===== config.mk =====
export PLATFORM = sky130hd
export DESIGN_NAME = host_counter_swap_regs
export DESIGN_NICKNAME = d
export VERILOG_FILES = /design/src/core/host_counter_swap_regs.v /design/src/core/tick_counter.v /design/src/core/drop_counter.v
export VERILOG_INCLUDE_DIRS = /design/src /design/src/inc
export SDC_FILE = /design/constraint.sdc
export NUM_CORES = 1
export LEC_CHECK = 0
export BUFFER_PORTS_ARGS = -buffer_cell sky130_fd_sc_hd__buf_4
export CORE_ASPECT_RATIO = 1.5
export CORE_UTILIZATION = 40
export CTS_BUF_LIST = sky130_fd_sc_hd__clkbuf_8
export DETAILED_ROUTE_END_ITERATION = 6
export PLACE_DENSITY = 0.71
export REMOVE_ABC_BUFFERS = 1
export SYNTH_ARGS = -nofsm -noshare
export SYNTH_HDL_FRONTEND = slang
export SYNTH_SLANG_ARGS = --single-unit

===== constraint.sdc =====
create_clock -name CORE_CLK_IN -period 21.5 [get_ports CORE_CLK_IN]
set_input_delay 4.3 -clock CORE_CLK_IN [delete_from_list [all_inputs] [get_ports CORE_CLK_IN]]
set_output_delay 4.3 -clock CORE_CLK_IN [all_outputs]
set_load 0.05 [all_outputs]

===== src/inc/host_counter_swap_regs.vh =====
`ifndef HOST_COUNTER_SWAP_REGS_VH
`define HOST_COUNTER_SWAP_REGS_VH
`define OFS_TIMER_CURRENT_VALUE   8'h90
`define OFS_HALF_WORD_ORDER       8'h98
`define OFS_FREE_RUNNING_TICK     8'h9c
`define OFS_DROPPED_RX_FRAME      8'ha0
`define RST_TIMER_CURRENT_VALUE   16'hffff
`define RST_HALF_WORD_ORDER       32'h00000000
`define RST_FREE_RUNNING_TICK     32'h00000000
`define RST_DROPPED_RX_FRAME      32'h00000000
`define SWAP_ALL_ONES             32'hffffffff
`define DROP_MIDPOINT_BELOW       32'h7fffffff
`define DROP_MIDPOINT             32'h80000000
`define CLEAR_TIME_NS             160
`define CORE_PERIOD_NS            50
`define CLEAR_CYCLES              (`CLEAR_TIME_NS / `CORE_PERIOD_NS)
`endif


===== src/core/host_counter_swap_regs.v =====
// Notes on behaviour
// - Timer count read-only, low 16 bits, reset ones
// - Timer runs only while enable is set
// - Word order matters only on 16-bit bus
// - 32-bit bus maps straight, high to high
// - 16-bit normal: A1 high selects upper half
// - 16-bit all-ones order: A1 high selects lower
// - Network side always low half first
// - 32-bit tick counter, zero at reset, increments
// - Tick counter wraps at maximum to zero
// - 16-bit read latches whole tick count first
// - Tick counter cleared within 160 ns
// - Tick counter never gated by power state
// - Dropped counter increments per discarded frame
// - Reading dropped counter clears it
// - Event when dropped counter crosses midpoint
`timescale 1ns/1ps
`default_nettype none
`include "host_counter_swap_regs.vh"
module host_counter_swap_regs (
  input  wire        CORE_CLK_IN,      // 20 MHz core clock
  input  wire        RST_IN,           // Async reset, high
  input  wire        BUS16_IN,         // Host bus is 16 bits wide
  input  wire [7:0]  ADDR_IN,          // Byte address, A[1] used in 16-bit mode
  input  wire        RD_IN,            // Read strobe, one cycle
  input  wire        WR_IN,            // Write strobe, one cycle
  input  wire [31:0] WDATA_IN,         // Write data
  input  wire        TICK_EN_IN,       // 25 MHz cycle enable pulse
  input  wire        TIMER_EN_IN,      // Timer run enable
  input  wire        TIMER_DEC_IN,     // Timer step pulse
  input  wire        FRAME_DROP_IN,    // Received frame discarded
  input  wire [31:0] TX_WORD_IN,       // Transmit FIFO word
  input  wire        TX_HALF_SEL_IN,   // 0 first half, 1 second half
  input  wire [15:0] RX_HALF_IN,       // Received half-word
  input  wire        RX_HALF_VLD_IN,   // Received half-word valid
  output reg  [31:0] RDATA_OUT,        // Read data
  output reg         RDATA_VLD_OUT,    // Read data valid pulse
  output reg  [15:0] TX_HALF_OUT,      // Half-word to network
  output reg  [31:0] RX_WORD_OUT,      // Assembled receive word
  output reg         RX_WORD_VLD_OUT,  // Receive word valid pulse
  output wire        SWAP_ACTIVE_OUT,  // Reversed half mapping active
  output wire        DROP_HALF_EVT_OUT // Dropped-count midpoint pulse
);
  reg  [15:0] timer_reg;
  reg  [31:0] swap_reg;
  reg  [31:0] tick_latch_reg;
  reg         tick_latched_reg;
  reg  [15:0] rx_low_reg;
  reg         rx_have_low_reg;
  wire [31:0] tick_count;
  wire [31:0] drop_count;
  wire        drop_clear;
  wire        upper_sel;
  reg  [31:0] word;
  reg  [31:0] rdata_next;

  function sel_upper;
    input       bus16;
    input [31:0] swap;
    input       a1;
    begin
      // The order register is ignored on a 32-bit bus
      sel_upper = (bus16 && (swap == `SWAP_ALL_ONES)) ? !a1 : a1;
    end
  endfunction

  assign SWAP_ACTIVE_OUT = BUS16_IN && (swap_reg == `SWAP_ALL_ONES);
  assign upper_sel       = sel_upper(BUS16_IN, swap_reg, ADDR_IN[1]);
  // A full 16-bit read of the drop counter clears it on the first half read
  assign drop_clear = RD_IN && ({ADDR_IN[7:2], 2'b00} == `OFS_DROPPED_RX_FRAME);

  tick_counter u_tick (
    .clk_in     (CORE_CLK_IN),
    .rst_in     (RST_IN),
    .tick_en_in (TICK_EN_IN),
    .count_out  (tick_count)
  );

  drop_counter u_drop (
    .clk_in    (CORE_CLK_IN),
    .rst_in    (RST_IN),
    .drop_in   (FRAME_DROP_IN),
    .clear_in  (drop_clear),
    .count_out (drop_count),
    .half_out  (DROP_HALF_EVT_OUT)
  );

  // Timer steps down while enabled; disabling reloads the preset
  always @(posedge CORE_CLK_IN or posedge RST_IN) begin
    if (RST_IN) begin
      timer_reg <= `RST_TIMER_CURRENT_VALUE;
    end else if (!TIMER_EN_IN) begin
      timer_reg <= `RST_TIMER_CURRENT_VALUE;
    end else if (TIMER_DEC_IN) begin
      timer_reg <= timer_reg - 16'h0001;
    end
  end

  // Only the order register accepts writes; counters ignore them
  always @(posedge CORE_CLK_IN or posedge RST_IN) begin
    if (RST_IN) begin
      swap_reg <= `RST_HALF_WORD_ORDER;
    end else if (WR_IN && ({ADDR_IN[7:2], 2'b00} == `OFS_HALF_WORD_ORDER)) begin
      if (!BUS16_IN) begin
        swap_reg <= WDATA_IN;
      end else if (upper_sel) begin
        swap_reg <= {WDATA_IN[15:0], swap_reg[15:0]};
      end else begin
        swap_reg <= {swap_reg[31:16], WDATA_IN[15:0]};
      end
    end
  end

  // Tick latch: first half read captures all 32 bits, second half uses them
  always @(posedge CORE_CLK_IN or posedge RST_IN) begin
    if (RST_IN) begin
      tick_latch_reg   <= 32'h00000000;
      tick_latched_reg <= 1'b0;
    end else if (BUS16_IN && RD_IN &&
                 ({ADDR_IN[7:2], 2'b00} == `OFS_FREE_RUNNING_TICK)) begin
      if (!tick_latched_reg) begin
        tick_latch_reg   <= tick_count;
        tick_latched_reg <= 1'b1;
      end else begin
        tick_latched_reg <= 1'b0;
      end
    end
  end

  always @* begin
    case ({ADDR_IN[7:2], 2'b00})
      `OFS_TIMER_CURRENT_VALUE: word = {16'h0000, timer_reg};
      `OFS_HALF_WORD_ORDER:     word = swap_reg;
      `OFS_FREE_RUNNING_TICK:   word = (BUS16_IN && tick_latched_reg) ? tick_latch_reg
                                                                      : tick_count;
      `OFS_DROPPED_RX_FRAME:    word = drop_count;
      default:                  word = 32'h00000000;
    endcase
    if (!BUS16_IN) begin
      rdata_next = word;
    end else if (upper_sel) begin
      rdata_next = {16'h0000, word[31:16]};
    end else begin
      rdata_next = {16'h0000, word[15:0]};
    end
  end

  always @(posedge CORE_CLK_IN or posedge RST_IN) begin
    if (RST_IN) begin
      RDATA_OUT     <= 32'h00000000;
      RDATA_VLD_OUT <= 1'b0;
    end else begin
      RDATA_VLD_OUT <= RD_IN;
      if (RD_IN) begin
        RDATA_OUT <= rdata_next;
      end
    end
  end

  // Network side ignores the host order setting
  always @(posedge CORE_CLK_IN or posedge RST_IN) begin
    if (RST_IN) begin
      TX_HALF_OUT     <= 16'h0000;
      RX_WORD_OUT     <= 32'h00000000;
      RX_WORD_VLD_OUT <= 1'b0;
      rx_low_reg      <= 16'h0000;
      rx_have_low_reg <= 1'b0;
    end else begin
      TX_HALF_OUT     <= TX_HALF_SEL_IN ? TX_WORD_IN[31:16] : TX_WORD_IN[15:0];
      RX_WORD_VLD_OUT <= 1'b0;
      if (RX_HALF_VLD_IN) begin
        if (!rx_have_low_reg) begin
          rx_low_reg      <= RX_HALF_IN;
          rx_have_low_reg <= 1'b1;
        end else begin
          RX_WORD_OUT     <= {RX_HALF_IN, rx_low_reg};
          RX_WORD_VLD_OUT <= 1'b1;
          rx_have_low_reg <= 1'b0;
        end
      end
    end
  end
endmodule
`default_nettype wire


===== src/core/tick_counter.v =====
`timescale 1ns/1ps
`default_nettype none
`include "host_counter_swap_regs.vh"
module tick_counter (
  input  wire        clk_in,     // Core clock
  input  wire        rst_in,     // Async reset, high
  input  wire        tick_en_in, // One pulse per 25 MHz cycle
  output reg  [31:0] count_out   // Running count
);
  // No power-state gating: counts in every power state
  always @(posedge clk_in or posedge rst_in) begin
    if (rst_in) begin
      count_out <= `RST_FREE_RUNNING_TICK;
    end else if (tick_en_in) begin
      count_out <= count_out + 32'h00000001;
    end
  end
endmodule
`default_nettype wire


===== src/core/drop_counter.v =====
`timescale 1ns/1ps
`default_nettype none
`include "host_counter_swap_regs.vh"
module drop_counter (
  input  wire        clk_in,    // Core clock
  input  wire        rst_in,    // Async reset, high
  input  wire        drop_in,   // Frame discarded pulse
  input  wire        clear_in,  // Read side effect
  output reg  [31:0] count_out, // Dropped count
  output reg         half_out   // Midpoint event pulse
);
  always @(posedge clk_in or posedge rst_in) begin
    if (rst_in) begin
      count_out <= `RST_DROPPED_RX_FRAME;
      half_out  <= 1'b0;
    end else begin
      half_out <= drop_in && !clear_in && (count_out == `DROP_MIDPOINT_BELOW);
      // A drop landing with the clearing read is kept as one
      if (clear_in) begin
        count_out <= drop_in ? 32'h00000001 : 32'h00000000;
      end else if (drop_in) begin
        count_out <= count_out + 32'h00000001;
      end
    end
  end
endmodule
`default_nettype wire


==> reports/metrics.yaml, run 1 <==
global_route:
  grt_overflow: 0
  grt_pass1_vias: 9101
  use_met1_pct: 23.4
  grt.busiest_layer: "met2"
  grt.met3_usage_pct: 4.95
  met2_usage_pct: 38.1
  grt_pass1_wl_um: 49100
  antenna_found_initial: 0
  grt_max_degree: 124
  grtUsageTotal_pct: 21.5
cts:
  clk_pin_slew_ns: 0.06
  cts_buffers: 40
  ctsResizeCount: 0
  root_buffer: "clkbuf_8"
  clock_latency_ns: 0.57
  clock_sinks: 245
  htreeDepth: 2
  cts-hold-fix-buffers: 0
  cts_tree: "built"
  cts_buffer_depth: 3
  cts_setup_buffers: 0
synthesis:
  yosysWarnings: 0
  ys.flop_type: "dfrtp_1"
  synth_cells: 996
  synthTopCellsByArea: "dfrtp_1, mux2_2, dfstp_2"
  synth_cell_types: 52
  synth_edf_count: 0
  syn_avg_cell_area_um2: 11.6
  async_reset_ff_share_pct: 100
  netlist_area_um2: 11500
  yosysTopAreaCell: "dfrtp_1"
  ys_seq_elements: 245
  synth_top_area_share_pct: 49.8
  seq_area_frac_synth_pct: 53.4
sta:
  finalSetupViolCount: 0
  fmax_mhz: 97.0
  final_max_slew_viol_count: 0
  min_period_over_period_pct: 48.0
  rsz0062_at_grt: "false"
  skew_ns: 0.0345
  holdWs_ns: 0.488
  tightest_slew_ns: 1.10
  hold_viol: 0
  setup_tns_ns: 0
  relSlewSlack_pct: 26.3
  layout_min_cycle_time_ns: 10.31
critical_path:
  crit_type: "in2out"
  worstPathRequired_ns: 17.20
  cpMostUsedCell: "buf_4"
  max_stage_delay_ns: 0.60
  critPathCaptureType: "output port"
  worstRegToRegCells: 6
  path_delay_family: "simple AND/OR/NAND/NOR gates"
  worst-path-stages: 5
  slowest_stage: "or4_4"
  cp.arrival_ns: 6.01
  crit_chain: "buf_4 > nand4_1 > or4_4 > nor3_1 > buf_4"
  cp_num_buf_inv: 2
  path_max_fanout: 40
  critPathLaunchType: "primary input"
layout:
  final_cell_mix: "dfrtp_1, buf_4, mux2_2, nand2_1, clkbuf_8"
  num-nets-final: 1272
  design_area_um2: 14000
  area_growth_pct: 21.3
  antenna_cells: 0
  fill_cells: 2538
  instances_no_fill: 1542
  final_common_cell: "dfrtp_1"
  drive_above_1_share_pct: 34.4
power:
  p_per_area_nw_per_um2: 94.8
  ir_drop_mv: 0.0951
  p_leak_uw: 0.00609
routing:
  initialDrtViolationCount: 480
  firstDrtPassIters: 7
  vias_per_cell: 5.73
  post-route-drc-count: 0
  drt-total-wl_um: 30800
  ant_nets: 0
  wl_per_cell_um: 20.0
  via_count: 8833
placement:
  place_inst: 1474
  numPortBuffers: 181
  placed_cell_area_um2: 13200
  dp_hpwl_um: 21900
  gp_congestion: 0.908
job:
  drv_cap: 0
floorplan:
  die_h_um: 210
  initial_core_util_pct: 40.9
  pin_count: 183
  die_area_um2: 29500
  coreArea_um2: 28200
  rows: 75
  die_x_um: 141
worst_hold_path:
  hold_depth: 1
  hold_class: "reg2reg"
status:
  status: "complete, no violations"
## path summary, 6_finish.rpt
check | from | to | slack [ns]
max | BUS16_IN | SWAP_ACTIVE_OUT | 11.19
min | RDATA_OUT[20] | RDATA_OUT[20] | 0.49
max reg2reg | swap_reg[7] | RDATA_OUT[12] | 18.29
min reg2reg | RDATA_OUT[20] | RDATA_OUT[20] | 0.49
max in group asynchronous | RST_IN | TX_HALF_OUT[11] | 16.16
min in group asynchronous | RST_IN | RDATA_VLD_OUT | 3.89
## where the power goes
part	leakage, µW	switching (µW)	internal, µW
clock	0.000461	186	220
sequential	0.00309	49.8	532
combinational	0.00254	207	130
total	0.00609	443	882
## per-stage QoR
step / setup WS, ns / power [µW] / utilization (%)
2_1_floorplan: 10.50 / 812 / -
3_3_place_gp: 11.17 / 921 / 46.8
3_5_place_dp: 11.17 / 928 / 46.8
4_1_cts: 11.17 / 1340 / 49.6
5_1_grt: 11.07 / 1380 / 49.6
6_report: 11.19 / 1330 / 49.6
## final cells by class
class                           instances  area (µm²)  area share (%)
Clock buffer                           50         688            4.92
Clock inverter                         18         101           0.725
Inverter                               13        56.3           0.403
Multi-Input combinational cell        677        5100            36.5
Sequential cell                       245        6150            44.0
Tap cell                              346         433            3.10
Timing Repair Buffer                  193        1450            10.4
## cell families after synthesis
group,share of synthesized area (%)
flops,53.4
mux,14.4
buf+inv,2.53
xor+xnor,5.02
simple gates,13.1
fa+ha+maj,0.326
compound gates,11.3
## Yosys cell counts (2+ instances only)
master and number:
nand2b_1 6, or3_1 5, o2bb2ai_1 15, dfrtp_1 229, a221oi_1 15, buf_1 8
nand4b_1 2, buf_2 5, o31ai_1 5, mux2_2 135, nor4_4 2, or2_2 2
o21ai_0 41, nor2b_1 18, nand3_1 20, mux2_1 10, mux2i_1 2, and2_1 2
ha_1 3, o311ai_1 8, xnor2_1 34, nor4_1 5, a222oi_1 16, clkbuf_1 47
nor2_1 44, o311ai_0 7, and4_1 7, and3_1 17, or4_1 8, a41oi_1 16
inv_1 12, nor3_1 15, nand2_1 103, nand4_1 26, dfstp_2 16, a2111o_1 16
xor2_1 32, a21oi_1 27, nand3b_1 2
## routing by layer
| metal | wire length (µm) | vias to the layer above |
|---|---|---|
| li1 | - | 4023 |
| met1 | 11200 | 4374 |
| met2 | 15900 | 342 |
| met3 | 2060 | 94 |
| met4 | 1750 | 0 |
| met5 | 0 | - |
No activity file was read; power rests on OpenSTA's default activity.
==> run 2: changes to the inputs <==
clock period = 10.6 ns   (was 21.5 ns; I/O delays follow)
==> reports/metrics.yaml, run 2 (synthesis results as in run 1) <==
layout:
  antenna_cells: 0  # unchanged
  area_growth_pct: 21.4  # was 21.3%
  num-nets-final: 1274  # was 1272
  instances_no_fill: 1545  # was 1542
  design_area_um2: 14000  # about the same
  drive_above_1_share_pct: 34.5  # was 34.4%
  final_cell_mix: "dfrtp_1, buf_4, mux2_2, nand2_1, clkbuf_8"  # unchanged
  final_common_cell: "dfrtp_1"  # unchanged
sta:
  final_max_slew_viol_count: 0  # unchanged
  holdWs_ns: 0.495  # was 0.488 ns
  relSlewSlack_pct: 22.9  # was 26.3%
  hold_viol: 0  # unchanged
  rsz0062_at_grt: "false"  # unchanged
  fmax_mhz: 165
  min_period_over_period_pct: 57.2
  finalSetupViolCount: 0  # unchanged
  tightest_slew_ns: 1.15  # was 1.10 ns
  layout_min_cycle_time_ns: 6.06
  setup_tns_ns: 0  # unchanged
  skew_ns: 0.0271  # was 0.0345 ns
cts:
  clk_pin_slew_ns: 0.06  # about the same
  root_buffer: "clkbuf_8"  # unchanged
  cts_setup_buffers: 0  # unchanged
  ctsResizeCount: 0  # unchanged
  cts_tree: "built"  # unchanged
  clock_latency_ns: 0.57  # about the same
  cts_buffer_depth: 3  # unchanged
  clock_sinks: 245  # unchanged
  cts_buffers: 40  # unchanged
  cts-hold-fix-buffers: 0  # unchanged
  htreeDepth: 2  # unchanged
routing:
  vias_per_cell: 5.78  # was 5.73
  wl_per_cell_um: 19.9  # was 20.0 µm
  ant_nets: 0  # unchanged
  firstDrtPassIters: 6  # was 7
  post-route-drc-count: 0  # unchanged
  initialDrtViolationCount: 649  # was 480
  drt-total-wl_um: 30800  # about the same
  via_count: 8927  # was 8833
global_route:
  grtUsageTotal_pct: 21.3  # was 21.5%
  grt_pass1_wl_um: 48700  # was 49100 µm
  antenna_found_initial: 1  # was 0
  grt_overflow: 0  # unchanged
  grt_max_degree: 118  # was 124
  grt_pass1_vias: 9254  # was 9101
job:
  drv_cap: 0  # unchanged
critical_path:
  cp.arrival_ns: 3.94  # was 6.01 ns
  slowest_stage: "or4_4"  # unchanged
  worstPathRequired_ns: 8.48  # was 17.20 ns
  cpMostUsedCell: "buf_4"  # unchanged
  critPathLaunchType: "primary input"  # unchanged
  max_stage_delay_ns: 0.61  # was 0.60 ns
  crit_chain: "buf_4 > nand4_1 > or4_4 > nor3_1 > buf_4"  # unchanged
  path_delay_family: "simple AND/OR/NAND/NOR gates"  # unchanged
  cp_num_buf_inv: 2  # unchanged
  crit_type: "in2out"  # unchanged
  path_max_fanout: 40  # unchanged
  critPathCaptureType: "output port"  # unchanged
floorplan:
  die_area_um2: 29500  # unchanged
  pin_count: 183  # unchanged
  die_x_um: 141  # unchanged
  initial_core_util_pct: 40.9  # unchanged
  rows: 75  # unchanged
  die_h_um: 210  # unchanged
  coreArea_um2: 28200  # unchanged
placement:
  dp_hpwl_um: 22100  # was 21900 µm
  placed_cell_area_um2: 13200  # about the same
  gp_congestion: 0.878  # was 0.908
  numPortBuffers: 181  # unchanged
  place_inst: 1476  # was 1474
worst_hold_path:
  hold_class: "reg2reg"  # unchanged
status:
  status: "complete, no violations"  # unchanged
power:
  p_leak_uw: 0.00610  # was 0.00609 µW
  ir_drop_mv: 0.205  # was 0.0951 mV
  p_per_area_nw_per_um2: 191  # was 94.8 nW/µm²
[run 2: cell types whose count changed in the layout (fill, tap and decap cells not counted), sizes merged]
cell | previous run | this run
bufinv | 1 | 0
buf | 193 | 195
clkbuf | 50 | 51
clkinv | 2 | 3
[run 2: metal layers]
layer  track usage (%)  vias to the layer above  share of wire, %  wire length (µm)
met3              4.43                      111               6.5              2020
met4              13.9                        0               6.5              1990
met1              23.8                     4407                36             11200
li1                  -                     4036                 -                 -
met5                 0                        -                 0                 0
met2              36.9                      373                51             15600
[run 2: stage by stage]
stage                     utilization [%]  power (µW)  setup slack [ns]
final                                49.6        2680              4.54
after CTS                            49.6        2700              4.63
after global routing                 49.6        2800              4.54
after detailed placement             46.9        1890              4.63
after global placement               46.9        1870              4.63
after floorplan                         -        1650              1.78
[run 2: power by group]
group / internal, µW / switching, µW
registers: 1080 / 105
logic: 264 / 419
clock network: 430 / 380
[run 2: path summary, 6_finish.rpt]
path | from | end | slack [ns] | depth (start not counted)
worst max-delay path | BUS16_IN | SWAP_ACTIVE_OUT | 4.54 | 5
worst min-delay path | rx_have_low_reg | rx_have_low_reg | 0.49 | 1
max in group asynchronous | RST_IN | u_drop.count_out[6] | 7.44 | 3
worst min register to register | rx_have_low_reg | rx_have_low_reg | 0.49 | 1
worst max register to register | swap_reg[7] | swap_reg[10] | 7.46 | 5
min in group asynchronous | RST_IN | RDATA_OUT[31] | 1.67 | 2
[run 2: layout make-up]
| cell class | instances | area [µm²] |
|---|---|---|
| Clock buffer | 51 | 702 |
| Clock inverter | 18 | 76.3 |
| Fill cell | 2535 | 14200 |
| Inverter | 13 | 56.3 |
| Multi-Input combinational cell | 677 | 5090 |
| Sequential cell | 245 | 6150 |
| Tap cell | 346 | 433 |
| Timing Repair Buffer | 195 | 1460 |
[run 2: worst reg2reg max path, stage by stage (launching register included)]
cell and delay, ns:
dfrtp_1 0.42, nand4_1 0.16, or4_1 0.69, o311a_4 0.58, nor3_4 0.77, mux2_2 0.42
==> run 3: changes to the inputs <==
PLACE_DENSITY = 0.73   (was 0.71)
clock period = 5.18 ns   (was 10.6 ns; I/O delays follow)
==> reports/metrics.yaml, run 3 (synthesis results as in run 1) <==
worst_hold_path:
  hold_class: "reg2reg"  # unchanged
power:
  p_seq_share_pct: 43.8  # was 44.2%
  power_frac_comb_pct: 25.4  # was 25.5%
  ir_drop_mv: 0.464  # was 0.205 mV
  power_switching_uw: 1860  # was 903 µW
  p_leak_uw: 0.00613  # was 0.00610 µW
  p_per_area_nw_per_um2: 394  # was 191 nW/µm²
  swShare_pct: 33.6  # was 33.7%
  clockPowerShare_pct: 30.8  # was 30.3%
  p_int_uw: 3670  # was 1770 µW
routing:
  post-route-drc-count: 0  # unchanged
  via_count: 8853  # was 8927
  drt-total-wl_um: 30700  # was 30800 µm
  vias_per_cell: 5.71  # was 5.78
  initialDrtViolationCount: 497  # was 649
  ant_nets: 0  # unchanged
  wl_per_cell_um: 19.8  # was 19.9 µm
  firstDrtPassIters: 5  # was 6
floorplan:
  rows: 75  # unchanged
  die_h_um: 210  # unchanged
  coreArea_um2: 28200  # unchanged
  die_x_um: 141  # unchanged
  initial_core_util_pct: 40.9  # unchanged
  pin_count: 183  # unchanged
  die_area_um2: 29500  # unchanged
cts:
  clk_pin_slew_ns: 0.06  # about the same
  clock_latency_ns: 0.57  # about the same
  clock_sinks: 245  # unchanged
  cts_tree: "built"  # unchanged
  htreeDepth: 2  # unchanged
  root_buffer: "clkbuf_8"  # unchanged
  cts_setup_buffers: 0  # unchanged
  cts_buffer_depth: 3  # unchanged
  cts-hold-fix-buffers: 0  # unchanged
  cts_buffers: 40  # unchanged
  ctsResizeCount: 0  # unchanged
sta:
  final_max_slew_viol_count: 0  # unchanged
  fmax_mhz: 286
  relSlewSlack_pct: 20.2  # was 22.9%
  rsz0062_at_grt: "false"  # unchanged
  setup_tns_ns: 0  # unchanged
  finalSetupViolCount: 0  # unchanged
  layout_min_cycle_time_ns: 3.50
  setup_ws_ns: 1.68  # was 4.54 ns
  tightest_slew_ns: 1.19  # was 1.15 ns
  skew_ns: 0.0211  # was 0.0271 ns
  min_period_over_period_pct: 67.6
  hold_viol: 0  # unchanged
layout:
  num-nets-final: 1276  # was 1274
  final_cell_mix: "dfrtp_1, buf_4, mux2_2, nand2_1, clkbuf_8"  # unchanged
  instances_no_fill: 1551  # was 1545
  final_common_cell: "dfrtp_1"  # unchanged
  area_growth_pct: 21.9  # was 21.4%
  antenna_cells: 0  # unchanged
  utilization_pct: 49.9  # was 49.6%
  drive_above_1_share_pct: 34.8  # was 34.5%
global_route:
  antenna_found_initial: 0  # was 1
  grt_pass1_wl_um: 48900  # was 48700 µm
  grtUsageTotal_pct: 21.3  # about the same
  grt_overflow: 0  # unchanged
  grt_max_degree: 144  # was 118
  grt_pass1_vias: 9081  # was 9254
critical_path:
  crit_type: "in2out"  # unchanged
  rrSetupSlack_ns: 2.02  # was 7.46 ns
  path_max_fanout: 5  # was 40
  critPathCaptureType: "output port"  # unchanged
  cp.arrival_ns: 2.46  # was 3.94 ns
  critPathLaunchType: "primary input"  # unchanged
  worstPathRequired_ns: 4.14  # was 8.48 ns
placement:
  gp_congestion: 0.862  # was 0.878
  numPortBuffers: 181  # unchanged
  place_ws_ns: 1.43  # was 4.63 ns
  place_inst: 1478  # was 1476
  dp_hpwl_um: 21900  # was 22100 µm
status:
  status: "complete, no violations"  # unchanged
job:
  drv_cap: 0  # unchanged
==> run 3: cell count changes in the layout (fill, tap and decap cells not counted) <==
cell / change
buf_12: +1
nor3_1: +1
clkinvlp_4: +2
nor3_2: -1
buf_4: +1
clkbuf_8: +2
==> run 3: final timing paths <==
kind                          startpoint         endpoint  cells past startpoint
hold / removal             rx_low_reg[7]   RX_WORD_OUT[7]                      1
hold reg to reg            rx_low_reg[7]   RX_WORD_OUT[7]                      1
max in group asynchronous         RST_IN  RX_WORD_OUT[19]                      3
min in group asynchronous         RST_IN   TX_HALF_OUT[8]                      2
setup / recovery                BUS16_IN  SWAP_ACTIVE_OUT                      5
setup reg to reg             swap_reg[7]     swap_reg[15]                      5
==> run 3: power groups by stage <==
| stage | combinational (µW) | sequential, µW | clock, µW |
|---|---|---|---|
| 6_report | 1400 | 2420 | 1700 |
| 5_1_grt | 1480 | 2460 | 1840 |
| 4_1_cts | 1420 | 2420 | 1750 |
| 3_5_place_dp | 1410 | 2450 | 0 |
| 3_3_place_gp | 1390 | 2430 | 0 |
| 2_1_floorplan | 464 | 2910 | 0 |
==> run 3: final cells by class <==
class	count	area (µm²)
fill	2502	14100
sequential	245	6150
multi-input combinational	677	5090
timing repair buffer	197	1490
clock buffer	53	729
tap	346	433
clock inverter	20	91.3
inverter	13	56.3
==> run 3: metrics by stage <==
stage	cell area [µm²]	power, µW	hold WS (ns)
after CTS	14000	5590	0.476
after global placement	13200	3820	0.477
after floorplan	11300	3370	0.461
final	14000	5530	0.489
after detailed placement	13200	3860	0.483
after global routing	14000	5780	0.503
==> run 3: worst max-delay path, cell delays in order <==
cell,delay [ns]
buf_4,0.11
nand4_1,0.09
or4_4,0.60
nor3_1,0.35
buf_4,0.27
==> run 3: metal layers <==
metal / track usage [%] / vias up / routed length (µm)
met4: 14.5 / 0 / 2040
met5: 0 / - / 0
met1: 23.5 / 4363 / 11200
li1: - / 4031 / -
met3: 5.29 / 115 / 2090
met2: 36.3 / 344 / 15400
